[config.mk]
export PLATFORM = sky130hd
export DESIGN_NAME = gpsm_mux
export DESIGN_NICKNAME = d
export VERILOG_FILES = /design/src/verilog/gpsm_pkg.sv /design/src/verilog/gpsm_sync_if.sv /design/src/verilog/gpsm_pin_sync.sv /design/src/verilog/gpsm_mux.sv
export VERILOG_INCLUDE_DIRS = /design/src /design/src/verilog
export SDC_FILE = /design/constraint.sdc
export NUM_CORES = 1
export LEC_CHECK = 0
export ABC_AREA = 1
export BUFFER_PORTS_ARGS = -buffer_cell sky130_fd_sc_hd__buf_4
export CELL_PAD_IN_SITES_DETAIL_PLACEMENT = 2
export CELL_PAD_IN_SITES_GLOBAL_PLACEMENT = 2
export CORE_MARGIN = 2
export CORE_UTILIZATION = 36
export DETAILED_ROUTE_END_ITERATION = 8
export GPL_TIMING_DRIVEN = 0
export PLACE_DENSITY_LB_ADDON = 0.1
export SKIP_LAST_GASP = 1
export SLEW_MARGIN = 20
export SYNTH_ARGS = -nofsm -noshare
export SYNTH_HDL_FRONTEND = slang
export SYNTH_SLANG_ARGS = --single-unit
[constraint.sdc]
create_clock -name clk_in -period 2.2 [get_ports clk_in]
set_input_delay 0.33 -clock clk_in [delete_from_list [all_inputs] [get_ports clk_in]]
set_output_delay 0.33 -clock clk_in [all_outputs]
set_load 0.005 [all_outputs]
[src/verilog/gpsm_cfg.svh]
// register offsets, field positions, function codes and reset values
`ifndef GPSM_CFG_SVH
`define GPSM_CFG_SVH
`define GPSM_ADDR_W 12
`define GPSM_ADDR_STATUS0 12'h033
`define GPSM_ADDR_STATUS1 12'h034
`define GPSM_ADDR_PIN1_PIN0 12'h035
`define GPSM_ADDR_PIN3_PIN2 12'h036
`define GPSM_ADDR_PIN5_PIN4 12'h037
`define GPSM_ADDR_SYNC_PORT 12'h038
`define GPSM_ADDR_SYNC_MODE 12'h42A
`define GPSM_FIELD_HI 7
`define GPSM_FIELD_HI_LSB 4
`define GPSM_FIELD_LO 3
`define GPSM_FIELD_LO_LSB 0
`define GPSM_MODE_BIT 0
`define GPSM_CFG_RESET 8'h00
`define GPSM_CODE_HIZ 4'h0
`define GPSM_CODE_1 4'h1
`define GPSM_CODE_2 4'h2
`define GPSM_CODE_3 4'h3
`define GPSM_CODE_DIFF 4'h9
`define GPSM_CODE_MASTER 4'hA
`define GPSM_CODE_SLAVE 4'hB
`define GPSM_NUM_PINS 6
`define GPSM_NUM_HOP 7
`endif

[src/verilog/gpsm_pkg.sv]
// types shared by the pin function multiplexer
package gpsm_pkg;
  typedef logic [3:0] gpsm_code_t;
  typedef logic [7:0] gpsm_byte_t;
endpackage

[src/verilog/gpsm_sync_if.sv]
// raw and synchronised pin levels between the mux and its synchroniser
interface gpsm_sync_if #(parameter int WIDTH = 8);
  logic [WIDTH-1:0] raw;
  logic [WIDTH-1:0] synced;
  modport mux (output raw, input synced);
  modport sync (input raw, output synced);
endinterface

[src/verilog/gpsm_pin_sync.sv]
// two-flop synchroniser for all pin inputs
module gpsm_pin_sync
(
  input wire logic clk_in,
  input wire logic reset_n_in,
  gpsm_sync_if.sync sif
);
  logic [$bits(sif.raw)-1:0] meta_q;
  logic [$bits(sif.raw)-1:0] sync_q;

  // first stage feeds only the second stage
  always_ff @(posedge clk_in or negedge reset_n_in)
  begin
    if (!reset_n_in)
    begin
      meta_q <= '0;
      sync_q <= '0;
    end
    else
    begin
      meta_q <= sif.raw;
      sync_q <= meta_q;
    end
  end

  assign sif.synced = sync_q;
endmodule

[src/verilog/gpsm_mux.sv]
// function multiplexer for general pins 0..5 and the second sync port
// Overview of operation
// - pin field 0xA drives that pin with the nco master sync output
// - pin field 0xB takes that pin as the nco slave sync input
// - pin 5 field 0x2 makes it a strobe latching all hop selects
// - sync port negative pin field sits at bits [7:4] of 0x038
// - sync port positive pin field sits at bits [3:0] of 0x038
// - bit 0 of 0x42A picks single-ended or differential sync port
// - negative code 0x0 is high-z, or differential half when mode is 1 and positive code is 0x9
// - negative code 0x1 is an input for hop select bit 1
// - positive code 0x1 drives the sync request single-ended
// - positive code 0x3 is an input for hop select bit 0
// - positive code 0x9 drives sync request differentially when mode is 1 and negative code is 0x0
// - a status bit shows pin 5 level when used as hop strobe
// - status 0x033 bit 7 shows transmit enable 1 from pin 4
`include "gpsm_cfg.svh"
module gpsm_mux
  import gpsm_pkg::*;
(
  input wire logic clk_in,
  input wire logic reset_n_in,
  input wire logic [`GPSM_ADDR_W-1:0] reg_addr_in,
  input wire logic reg_wr_in,
  input wire logic reg_rd_in,
  input wire logic [7:0] reg_wdata_in,
  output logic [7:0] reg_rdata_out,
  input wire logic [`GPSM_NUM_PINS-1:0] gpio_in,
  output logic [`GPSM_NUM_PINS-1:0] gpio_out,
  output logic [`GPSM_NUM_PINS-1:0] gpio_oe_out,
  input wire logic sync_pos_in,
  output logic sync_pos_out,
  output logic sync_pos_oe_out,
  input wire logic sync_neg_in,
  output logic sync_neg_out,
  output logic sync_neg_oe_out,
  input wire logic [3:0] power_amp_enable_in,
  input wire logic nco_master_in,
  output logic nco_slave_out,
  input wire logic second_sync_request_in,
  output logic transmit_enable_1_out,
  output logic transmit_enable_3_out,
  output logic [`GPSM_NUM_HOP-1:0] hop_select_out
);
  gpsm_byte_t cfg01_q;
  gpsm_byte_t cfg23_q;
  gpsm_byte_t cfg45_q;
  gpsm_byte_t cfgsync_q;
  logic sync_port_differential_mode_q;
  gpsm_byte_t rdata_d;
  gpsm_code_t field [`GPSM_NUM_PINS];
  gpsm_code_t sync_port_neg_function_field;
  gpsm_code_t sync_port_pos_function_field;
  logic [`GPSM_NUM_PINS-1:0] pin_s;
  logic pos_s;
  logic neg_s;
  logic [`GPSM_NUM_PINS-1:0] pin_out_d;
  logic [`GPSM_NUM_PINS-1:0] pin_oe_d;
  logic [`GPSM_NUM_PINS-1:0] slave_hit;
  logic [`GPSM_NUM_HOP-1:0] hop_raw;
  logic [`GPSM_NUM_HOP-1:0] hop_q;
  logic strobe_mode;
  logic strobe_prev_q;
  logic strobe_rise;
  logic diff_drive;
  logic neg_diff;
  logic pos_oe_d;
  logic pos_out_d;
  logic neg_oe_d;
  logic neg_out_d;
  logic tx_en_1_lvl;
  logic tx_en_3_lvl;
  logic strobe_lvl;
  gpsm_byte_t status0;
  gpsm_byte_t status1;
  logic [`GPSM_NUM_PINS-1:0] gpio_out_q;
  logic [`GPSM_NUM_PINS-1:0] gpio_oe_q;
  logic pos_out_q;
  logic pos_oe_q;
  logic neg_out_q;
  logic neg_oe_q;
  logic slave_q;
  logic tx_en_1_q;
  logic tx_en_3_q;
  gpsm_byte_t rdata_q;

  gpsm_sync_if #(.WIDTH(`GPSM_NUM_PINS + 2)) sif ();

  gpsm_pin_sync u_sync
  (
    .clk_in(clk_in),
    .reset_n_in(reset_n_in),
    .sif(sif.sync)
  );

  assign sif.raw = {sync_neg_in, sync_pos_in, gpio_in};
  assign pin_s = sif.synced[`GPSM_NUM_PINS-1:0];
  assign pos_s = sif.synced[`GPSM_NUM_PINS];
  assign neg_s = sif.synced[`GPSM_NUM_PINS+1];

  // register write port; fields reset to high-z
  wire wr01 = reg_wr_in && (reg_addr_in == `GPSM_ADDR_PIN1_PIN0);
  wire wr23 = reg_wr_in && (reg_addr_in == `GPSM_ADDR_PIN3_PIN2);
  wire wr45 = reg_wr_in && (reg_addr_in == `GPSM_ADDR_PIN5_PIN4);
  wire wrsp = reg_wr_in && (reg_addr_in == `GPSM_ADDR_SYNC_PORT);
  wire wrmd = reg_wr_in && (reg_addr_in == `GPSM_ADDR_SYNC_MODE);

  always_ff @(posedge clk_in or negedge reset_n_in)
  begin
    if (!reset_n_in)
    begin
      cfg01_q <= `GPSM_CFG_RESET;
      cfg23_q <= `GPSM_CFG_RESET;
      cfg45_q <= `GPSM_CFG_RESET;
      cfgsync_q <= `GPSM_CFG_RESET;
      sync_port_differential_mode_q <= 1'b0;
    end
    else
    begin
      if (wr01)
        cfg01_q <= reg_wdata_in;
      if (wr23)
        cfg23_q <= reg_wdata_in;
      if (wr45)
        cfg45_q <= reg_wdata_in;
      if (wrsp)
        cfgsync_q <= reg_wdata_in;
      if (wrmd)
        sync_port_differential_mode_q <= reg_wdata_in[`GPSM_MODE_BIT];
    end
  end

  assign field[0] = cfg01_q[`GPSM_FIELD_LO:`GPSM_FIELD_LO_LSB];
  assign field[1] = cfg01_q[`GPSM_FIELD_HI:`GPSM_FIELD_HI_LSB];
  assign field[2] = cfg23_q[`GPSM_FIELD_LO:`GPSM_FIELD_LO_LSB];
  assign field[3] = cfg23_q[`GPSM_FIELD_HI:`GPSM_FIELD_HI_LSB];
  assign field[4] = cfg45_q[`GPSM_FIELD_LO:`GPSM_FIELD_LO_LSB];
  assign field[5] = cfg45_q[`GPSM_FIELD_HI:`GPSM_FIELD_HI_LSB];
  assign sync_port_neg_function_field =
    cfgsync_q[`GPSM_FIELD_HI:`GPSM_FIELD_HI_LSB];
  assign sync_port_pos_function_field =
    cfgsync_q[`GPSM_FIELD_LO:`GPSM_FIELD_LO_LSB];

  // per-pin drive decode; pin 3 uses code 0x2 for its amp enable
  genvar i;
  generate
    for (i = 0; i < `GPSM_NUM_PINS; i++)
    begin : g_pin
      localparam gpsm_code_t PA_CODE = (i == 3) ? `GPSM_CODE_2 : `GPSM_CODE_1;
      wire is_master = (field[i] == `GPSM_CODE_MASTER);
      wire is_pa = (i < 4) && (field[i] == PA_CODE);
      assign pin_oe_d[i] = is_master || is_pa;
      assign pin_out_d[i] = is_master ? nco_master_in
        : (is_pa && power_amp_enable_in[i % 4]);
      assign slave_hit[i] = (field[i] == `GPSM_CODE_SLAVE) && pin_s[i];
    end
    for (i = 0; i < 4; i++)
    begin : g_hop
      // pins 0..3 carry hop selects 2..5 on code 0x3
      assign hop_raw[i + 2] = (field[i] == `GPSM_CODE_3) && pin_s[i];
    end
  endgenerate

  assign hop_raw[6] = (field[4] == `GPSM_CODE_2) && pin_s[4];
  assign hop_raw[1] = (sync_port_neg_function_field == `GPSM_CODE_1)
    && neg_s;
  assign hop_raw[0] = (sync_port_pos_function_field == `GPSM_CODE_3)
    && pos_s;
  assign tx_en_1_lvl = (field[4] == `GPSM_CODE_1) && pin_s[4];
  assign tx_en_3_lvl = (field[5] == `GPSM_CODE_1) && pin_s[5];
  assign strobe_mode = (field[5] == `GPSM_CODE_2);
  assign strobe_lvl = strobe_mode && pin_s[5];
  assign strobe_rise = strobe_lvl && !strobe_prev_q;

  // sync port: differential only with mode bit and matching codes
  assign diff_drive = sync_port_differential_mode_q
    && (sync_port_pos_function_field == `GPSM_CODE_DIFF);
  assign neg_diff = diff_drive
    && (sync_port_neg_function_field == `GPSM_CODE_HIZ);
  assign pos_oe_d = diff_drive
    || (sync_port_pos_function_field == `GPSM_CODE_1);
  assign pos_out_d = pos_oe_d && second_sync_request_in;
  assign neg_oe_d = neg_diff;
  assign neg_out_d = neg_diff && !second_sync_request_in;

  // reserved status bits read as zero
  assign status0 = {tx_en_1_lvl, hop_raw[5], hop_raw[4], 1'b0,
    hop_raw[3], 1'b0, hop_raw[2], 1'b0};
  assign status1 = {3'h0, hop_raw[1], hop_raw[0], strobe_lvl,
    tx_en_3_lvl, hop_raw[6]};

  always_comb
  begin
    unique case (reg_addr_in)
      `GPSM_ADDR_STATUS0: rdata_d = status0;
      `GPSM_ADDR_STATUS1: rdata_d = status1;
      `GPSM_ADDR_PIN1_PIN0: rdata_d = cfg01_q;
      `GPSM_ADDR_PIN3_PIN2: rdata_d = cfg23_q;
      `GPSM_ADDR_PIN5_PIN4: rdata_d = cfg45_q;
      `GPSM_ADDR_SYNC_PORT: rdata_d = cfgsync_q;
      `GPSM_ADDR_SYNC_MODE: rdata_d = {7'h00, sync_port_differential_mode_q};
      default: rdata_d = 8'h00;
    endcase
  end

  // hop selects follow the pins unless a strobe pin is set up to latch them
  always_ff @(posedge clk_in or negedge reset_n_in)
  begin
    if (!reset_n_in)
    begin
      hop_q <= '0;
      strobe_prev_q <= 1'b0;
    end
    else
    begin
      strobe_prev_q <= strobe_lvl;
      if (!strobe_mode || strobe_rise)
        hop_q <= hop_raw;
    end
  end

  // all outputs are flopped, so pin drive lags the field by one cycle
  always_ff @(posedge clk_in or negedge reset_n_in)
  begin
    if (!reset_n_in)
    begin
      gpio_out_q <= '0;
      gpio_oe_q <= '0;
      pos_out_q <= 1'b0;
      pos_oe_q <= 1'b0;
      neg_out_q <= 1'b0;
      neg_oe_q <= 1'b0;
      slave_q <= 1'b0;
      tx_en_1_q <= 1'b0;
      tx_en_3_q <= 1'b0;
      rdata_q <= 8'h00;
    end
    else
    begin
      gpio_out_q <= pin_out_d;
      gpio_oe_q <= pin_oe_d;
      pos_out_q <= pos_out_d;
      pos_oe_q <= pos_oe_d;
      neg_out_q <= neg_out_d;
      neg_oe_q <= neg_oe_d;
      slave_q <= |slave_hit;
      tx_en_1_q <= tx_en_1_lvl;
      tx_en_3_q <= tx_en_3_lvl;
      if (reg_rd_in)
        rdata_q <= rdata_d;
    end
  end

  assign gpio_out = gpio_out_q;
  assign gpio_oe_out = gpio_oe_q;
  assign sync_pos_out = pos_out_q;
  assign sync_pos_oe_out = pos_oe_q;
  assign sync_neg_out = neg_out_q;
  assign sync_neg_oe_out = neg_oe_q;
  assign nco_slave_out = slave_q;
  assign transmit_enable_1_out = tx_en_1_q;
  assign transmit_enable_3_out = tx_en_3_q;
  assign hop_select_out = hop_q;
  assign reg_rdata_out = rdata_q;
endmodule

---- After elaboration in Yosys (flattened, before gate mapping) ----
Index checks and enable logic that the tools add are counted.
cells by class
  equality and inequality tests ........... 35
  mux-type cells .......................... 7
  reductions and logical operators ........ 41
operators with widths
  operator                count
  $eq A12 B6 Y1 const B   6
  $pmux W8 S7             1
  $eq A4 B4 Y1 const B    13
  $eq A4 B2 Y1 const B    8
  $logic_and A1 B1 Y1     30
  $eq A4 B1 Y1 const B    7
  $eq A12 B11 Y1 const B  1
  $logic_or A1 B1 Y1      6
  $mux W1                 6
  $reduce_or A6 Y1        1
  $logic_not A4 Y1        1
  $logic_not A1 Y1        3
storage, ports and cells
  flip-flop bits (word level) ............. 84
  input bits .............................. 38
  output and inout bits ................... 34
  word-level logic and storage cells ...... 102

---- Longest topological paths before layout ----
  word-level depth ........................ 4
  gate-level depth with buffers ........... 11
  mapped depth without buffers ............ 10

---- Hierarchy ----
From an unflattened synthesis, not the netlist that was laid out.
second synthesis, totals
  cells, all modules ...................... 431
  area, all modules ....................... 3833.7 µm²
modules (own cells, without submodules)
  module         instances  cells each  area an instance (µm²)  sequential area each (µm²)
  gpsm_mux       1          415         3433.3                  1701.6
  gpsm_pin_sync  1          16          400.4                   400.4

---- Worst setup path after synthesis ----
OpenSTA, ideal clock, no wires.
  path kind ............................... input to register
  start point ............................. input reg_addr_in[7]
  end point ............................... register cfg45_q[6]
  setup time .............................. 0.121 ns
  data arrival time ....................... 1.170 ns
  required time ........................... 2.079 ns
  setup slack ............................. 0.908 ns
  stages on the path ...................... 7
  path buffers ............................ 1
  path through ............................ nor2_4 nand2_4 nor2_4 nand3_2 buf_6 nand2_2 o21ai_2
between the ends
  longest elaborated chain between the ends .. 2
ends and longest elaborated chain
  element               RTL line         text
  start, declared       gpsm_mux.sv:22   input wire logic [`GPSM_ADDR_W-1:0] reg_addr_in,
  $eq A12 B6 Y1         --
  $logic_and A1 B1 Y1   gpsm_mux.sv:103  wire wr45 = reg_wr_in && (reg_addr_in == `GPSM_ADDR_PIN5_PIN4);
  end signal, assigned  gpsm_mux.sv:113  cfg45_q <= `GPSM_CFG_RESET;
  end signal, assigned  gpsm_mux.sv:124  cfg45_q <= reg_wdata_in;
  end, declared         gpsm_mux.sv:46   gpsm_byte_t cfg45_q;
No other way between the ends.
A chain may end at the register's enable or synchronous reset.

---- Worst setup path in the final report ----
  start point ............................. register cfg45_q[5]
  end point ............................... register hop_q[3] (netlist: hop_select_out[3])
between the ends
  longest elaborated chain between the ends .. 4
  elaborated cells on any way between the ends .. 5
  those cells by class .................... 1 x eq/ne; 4 x reduce/logical
ends and longest elaborated chain
  element                          RTL line         text
  $eq A4 B2 Y1 (no source line) *  --
  $logic_and A1 B1 Y1              gpsm_mux.sv:171  assign strobe_lvl = strobe_mode && pin_s[5];
  $logic_and A1 B1 Y1              gpsm_mux.sv:172  assign strobe_rise = strobe_lvl && !strobe_prev_q;
  $logic_or A1 B1 Y1 *             gpsm_mux.sv:216  if (!strobe_mode || strobe_rise)
  end signal, assigned             gpsm_mux.sv:217  hop_q <= hop_raw;
  end, declared                    gpsm_mux.sv:60   logic [`GPSM_NUM_HOP-1:0] hop_q;
Mark *: on every way between the ends. The rest lies on a longest branch, timed or not.

==> impl_metrics.csv <==
group,metric,value,unit
floorplanning,die_h,107,um
floorplanning,rows,37,
cts,postCtsSetupBuffers,0,
cells_and_area,nFillCells,1173,
sta,worst_slack,0.628,ns
synthesis,synth.avg_cell_area,9.06,um2
place,gp_congestion,0.847,
sta,setup_viol,0,
sta,final.period_utilization,0.714,
cts,cts_tree,"built",
drt,highest_layer,"met4",
drt,met1_length,5.10,mm
setup_path,worst_path_max_delay_cell,"dfrtp_1",
global_route,grt_pass1_vias,3438,
setup_path,arrival,1.85,ns
sta,worstMarginPinSlew,0.778,ns
power_and_ir_drop,power.leakage,2.37,nW
cells_and_area,drive_gt1_frac,0.288,
setup_path,path_cells,"inv_1 > nor2_1 > nand2_1 > nor2_1 > buf_2 > nand2_1 > o21ai_0",
sta,clock_skew,0.0140,ns
global_route,grt_max_degree,85,
floorplanning,core_area,10300,um2
setup_path,cp.required,2.48,ns
synthesis,syn_inst,424,
drt,drtIter0Drc,65,
global_route,track_usage,0.221,
synthesis,synth_cell_types,31,
global_route,grt-ovfl-total,0,
synthesis,synth-seq-cells,84,
sta,max_freq,0.636,GHz
drt,wl_met3,414,um
cells_and_area,syn_to_final_growth,23.5,%
setup_path,worst-setup-path-type,"reg2reg",
setup_path,crit_family,"simple AND/OR/NAND/NOR gates",
cts,cts_buffers,9,
setup_path,cp.buffers_inverters,2,
drt,drcViolationCount,0,
synthesis,synth_area,3840,um2
drt,wl_per_cell,18.1,um
power_and_ir_drop,peakVddDrop,0.482,mV
setup_path,critPathMaxFanout,10,
setup_path,max_stage_delay,0.47,ns
cts,clock_latency,0.38,ns
setup_path,crit_path_start,"cfg45_q[5]$_DFFE_PN0P_",
drt,viasPerCell,4.94,
synthesis,yosys.area.top_type,"dfrtp_1",
setup_path,start_kind,"flop",
floorplanning,die-area,11500,um2
cells_and_area,utilization,0.460,
cts,clk_path_buf_depth,2,
synthesis,syn_nets,462,
sta,setup_tns,0,ns
floorplanning,die_w,107,um
global_route,grt_pass1_wl,18.8,mm
drt,routed_wirelength,11.7,mm
drt,antenna_left,0,
run,max-cap-violations,0,
place,dp_hpwl,9.02,mm
setup_path,r2r_slack,0.63,ns
setup_path,cp-end-kind,"flop",
drt,vias,3191,
cells_and_area,antennaDiodeCount,0,
sta,period_needed,1.57,ns
synthesis,synth_area_leaders,"dfrtp_1, nand2_1, nand3_1",
cts,cts_hold_buf,0,
cells_and_area,multi_input_area,1480,um2
cells_and_area,nets,543,
outcome,status,"complete, but fails checks",
setup_path,r2r-start,"cfg45_q[5]$_DFFE_PN0P_",
sta,hold-worst-slack,-0.0322,ns
place,post-place-ws,0.550,ns
power_and_ir_drop,p_per_area,604,nW/um2
sta,hold_viol_final,11,
sta,slew_violations,0,
cts,cts_root_buffer,"clkbuf_8",
min_path,hp-class,"in2async",
cells_and_area,final-seq-area,2100,um2
synthesis,ys_seq_area_frac,0.547,
floorplanning,initial_core_util,0.372,
cts,cts.repair.resized,0,
cts,cts_htree_levels,3,
place,io_buffer_count,70,
cts,cts_sinks,84,
synthesis,yosysWarningCount,0,
synthesis,synth_top_cell_area_share,0.547,
cts,path_clk_slew,0.09,ns
sta,rsz0062_at_grt,"false",
global_route,antenna_found_initial,0,
drt,drtPass1Iterations,4,
outcome,violations,"negative hold slack",
floorplanning,ioPinCount,72,
sta,slew_headroom,0.482,
drt,wl_met2,5.91,mm
[final timing paths]
path                                                  end  cells past startpoint
max                         hop_select_out[3]$_DFFE_PN0P_                      7
max in group asynchronous        cfgsync_q[3]$_DFFE_PN0P_                      1
min in group clk_in            u_sync.meta_q[6]$_DFF_PN0_                      1
max reg2reg                 hop_select_out[3]$_DFFE_PN0P_                      7
min reg2reg                u_sync.sif.synced[7]$_DFF_PN0_                      0
min                          reg_rdata_out[0]$_DFFE_PN0P_                      1
[registers in the layout (all words and copies together) (netlist names)]
signal and flops:
cfg01_q 8, cfg23_q 8, cfg45_q 8, cfgsync_q 8, reg_rdata_out 8, u_sync.meta_q 8, u_sync.sif.synced 8, hop_select_out 7
gpio_oe_out 6, gpio_out 6, nco_slave_out 1, strobe_prev_q 1, sync_neg_oe_out 1, sync_neg_out 1, sync_port_differential_mode_q 1, sync_pos_oe_out 1
sync_pos_out 1, transmit_enable_1_out 1, transmit_enable_3_out 1
[placed cells by master (no fill, tap or decap), drive strengths merged]
master / count
clkbuf: 12
clkinvlp: 3
a31o: 1
or2: 1
nand3: 52
nor3b: 1
clkinv: 1
bufinv: 1
nand2: 113
o21ai: 46
nor4: 2
a22oi: 1
a21oi: 1
nor2: 49
o2111ai: 1
nand4: 6
o22ai: 1
a211oi: 1
inv: 45
buf: 79
dfrtp: 84
nor3: 9
[layer usage]
metal,track usage,up-vias
li1,-,1539
met1,0.281,1585
met2,0.366,51
met3,0.0533,16
met4,0.0807,0
met5,0,-
[where the power goes]
group / switching [mW] / leakage, nW / internal (mW) / total (mW)
Clock: 0.573 / 0.0918 / 0.557 / 1.13
Sequential: 0.0113 / 1.14 / 1.56 / 1.57
Combinational: 0.104 / 1.14 / 0.0606 / 0.164
Total: 0.688 / 2.37 / 2.18 / 2.87
[synthesized netlist by cell type]
| cell type | n |
|---|---|
| a21oi_1 | 1 |
| nand4_1 | 5 |
| a31o_2 | 1 |
| nand3_4 | 2 |
| o22ai_1 | 1 |
| nor4_1 | 2 |
| a22oi_1 | 1 |
| nand2_1 | 105 |
| buf_4 | 1 |
| nand2_4 | 2 |
| buf_2 | 2 |
| nand2_2 | 6 |
| or2_2 | 1 |
| clkbuf_1 | 1 |
| inv_2 | 7 |
| o21ai_2 | 24 |
| buf_6 | 6 |
| nor2_8 | 1 |
| o21ai_1 | 13 |
| nor2_4 | 6 |
| nand3_1 | 48 |
| nand3_2 | 2 |
| nor3b_1 | 1 |
| o2111ai_1 | 1 |
| nor2_1 | 42 |
| o21ai_0 | 9 |
| nor3_1 | 9 |
| dfrtp_1 | 84 |
| nand4_4 | 1 |
| a211oi_1 | 1 |
| inv_1 | 38 |
[metrics by stage]
stage | instance area, um2 | power (mW) | std cells
3_3_place_gp | 4540 | 1.76 | 630
5_1_grt | 4740 | 3.00 | 646
6_report | 4740 | 2.87 | 646
3_5_place_dp | 4540 | 1.77 | 630
2_1_floorplan | 3840 | 1.66 | 424
4_1_cts | 4740 | 2.92 | 646
[kinds of logic after synthesis]
| kind of cell | after synthesis | share of synthesized area |
|---|---|---|
| AND/OR/NAND/NOR | 233 | 0.291 |
| buffers and inverters | 55 | 0.0671 |
| AO/OA/AOI/OAI | 52 | 0.0948 |
| flip-flops | 84 | 0.547 |
[cell type report]
type	instances	share of cell area
Sequential cell	84	0.443
Tap cell	136	0.0359
Clock inverter	5	0.0129
Clock buffer	11	0.0298
Multi-Input combinational cell	285	0.312
Timing Repair Buffer	70	0.112
Buffer	10	0.0187
Inverter	45	0.0356
(Power assumes the default switching activity.)
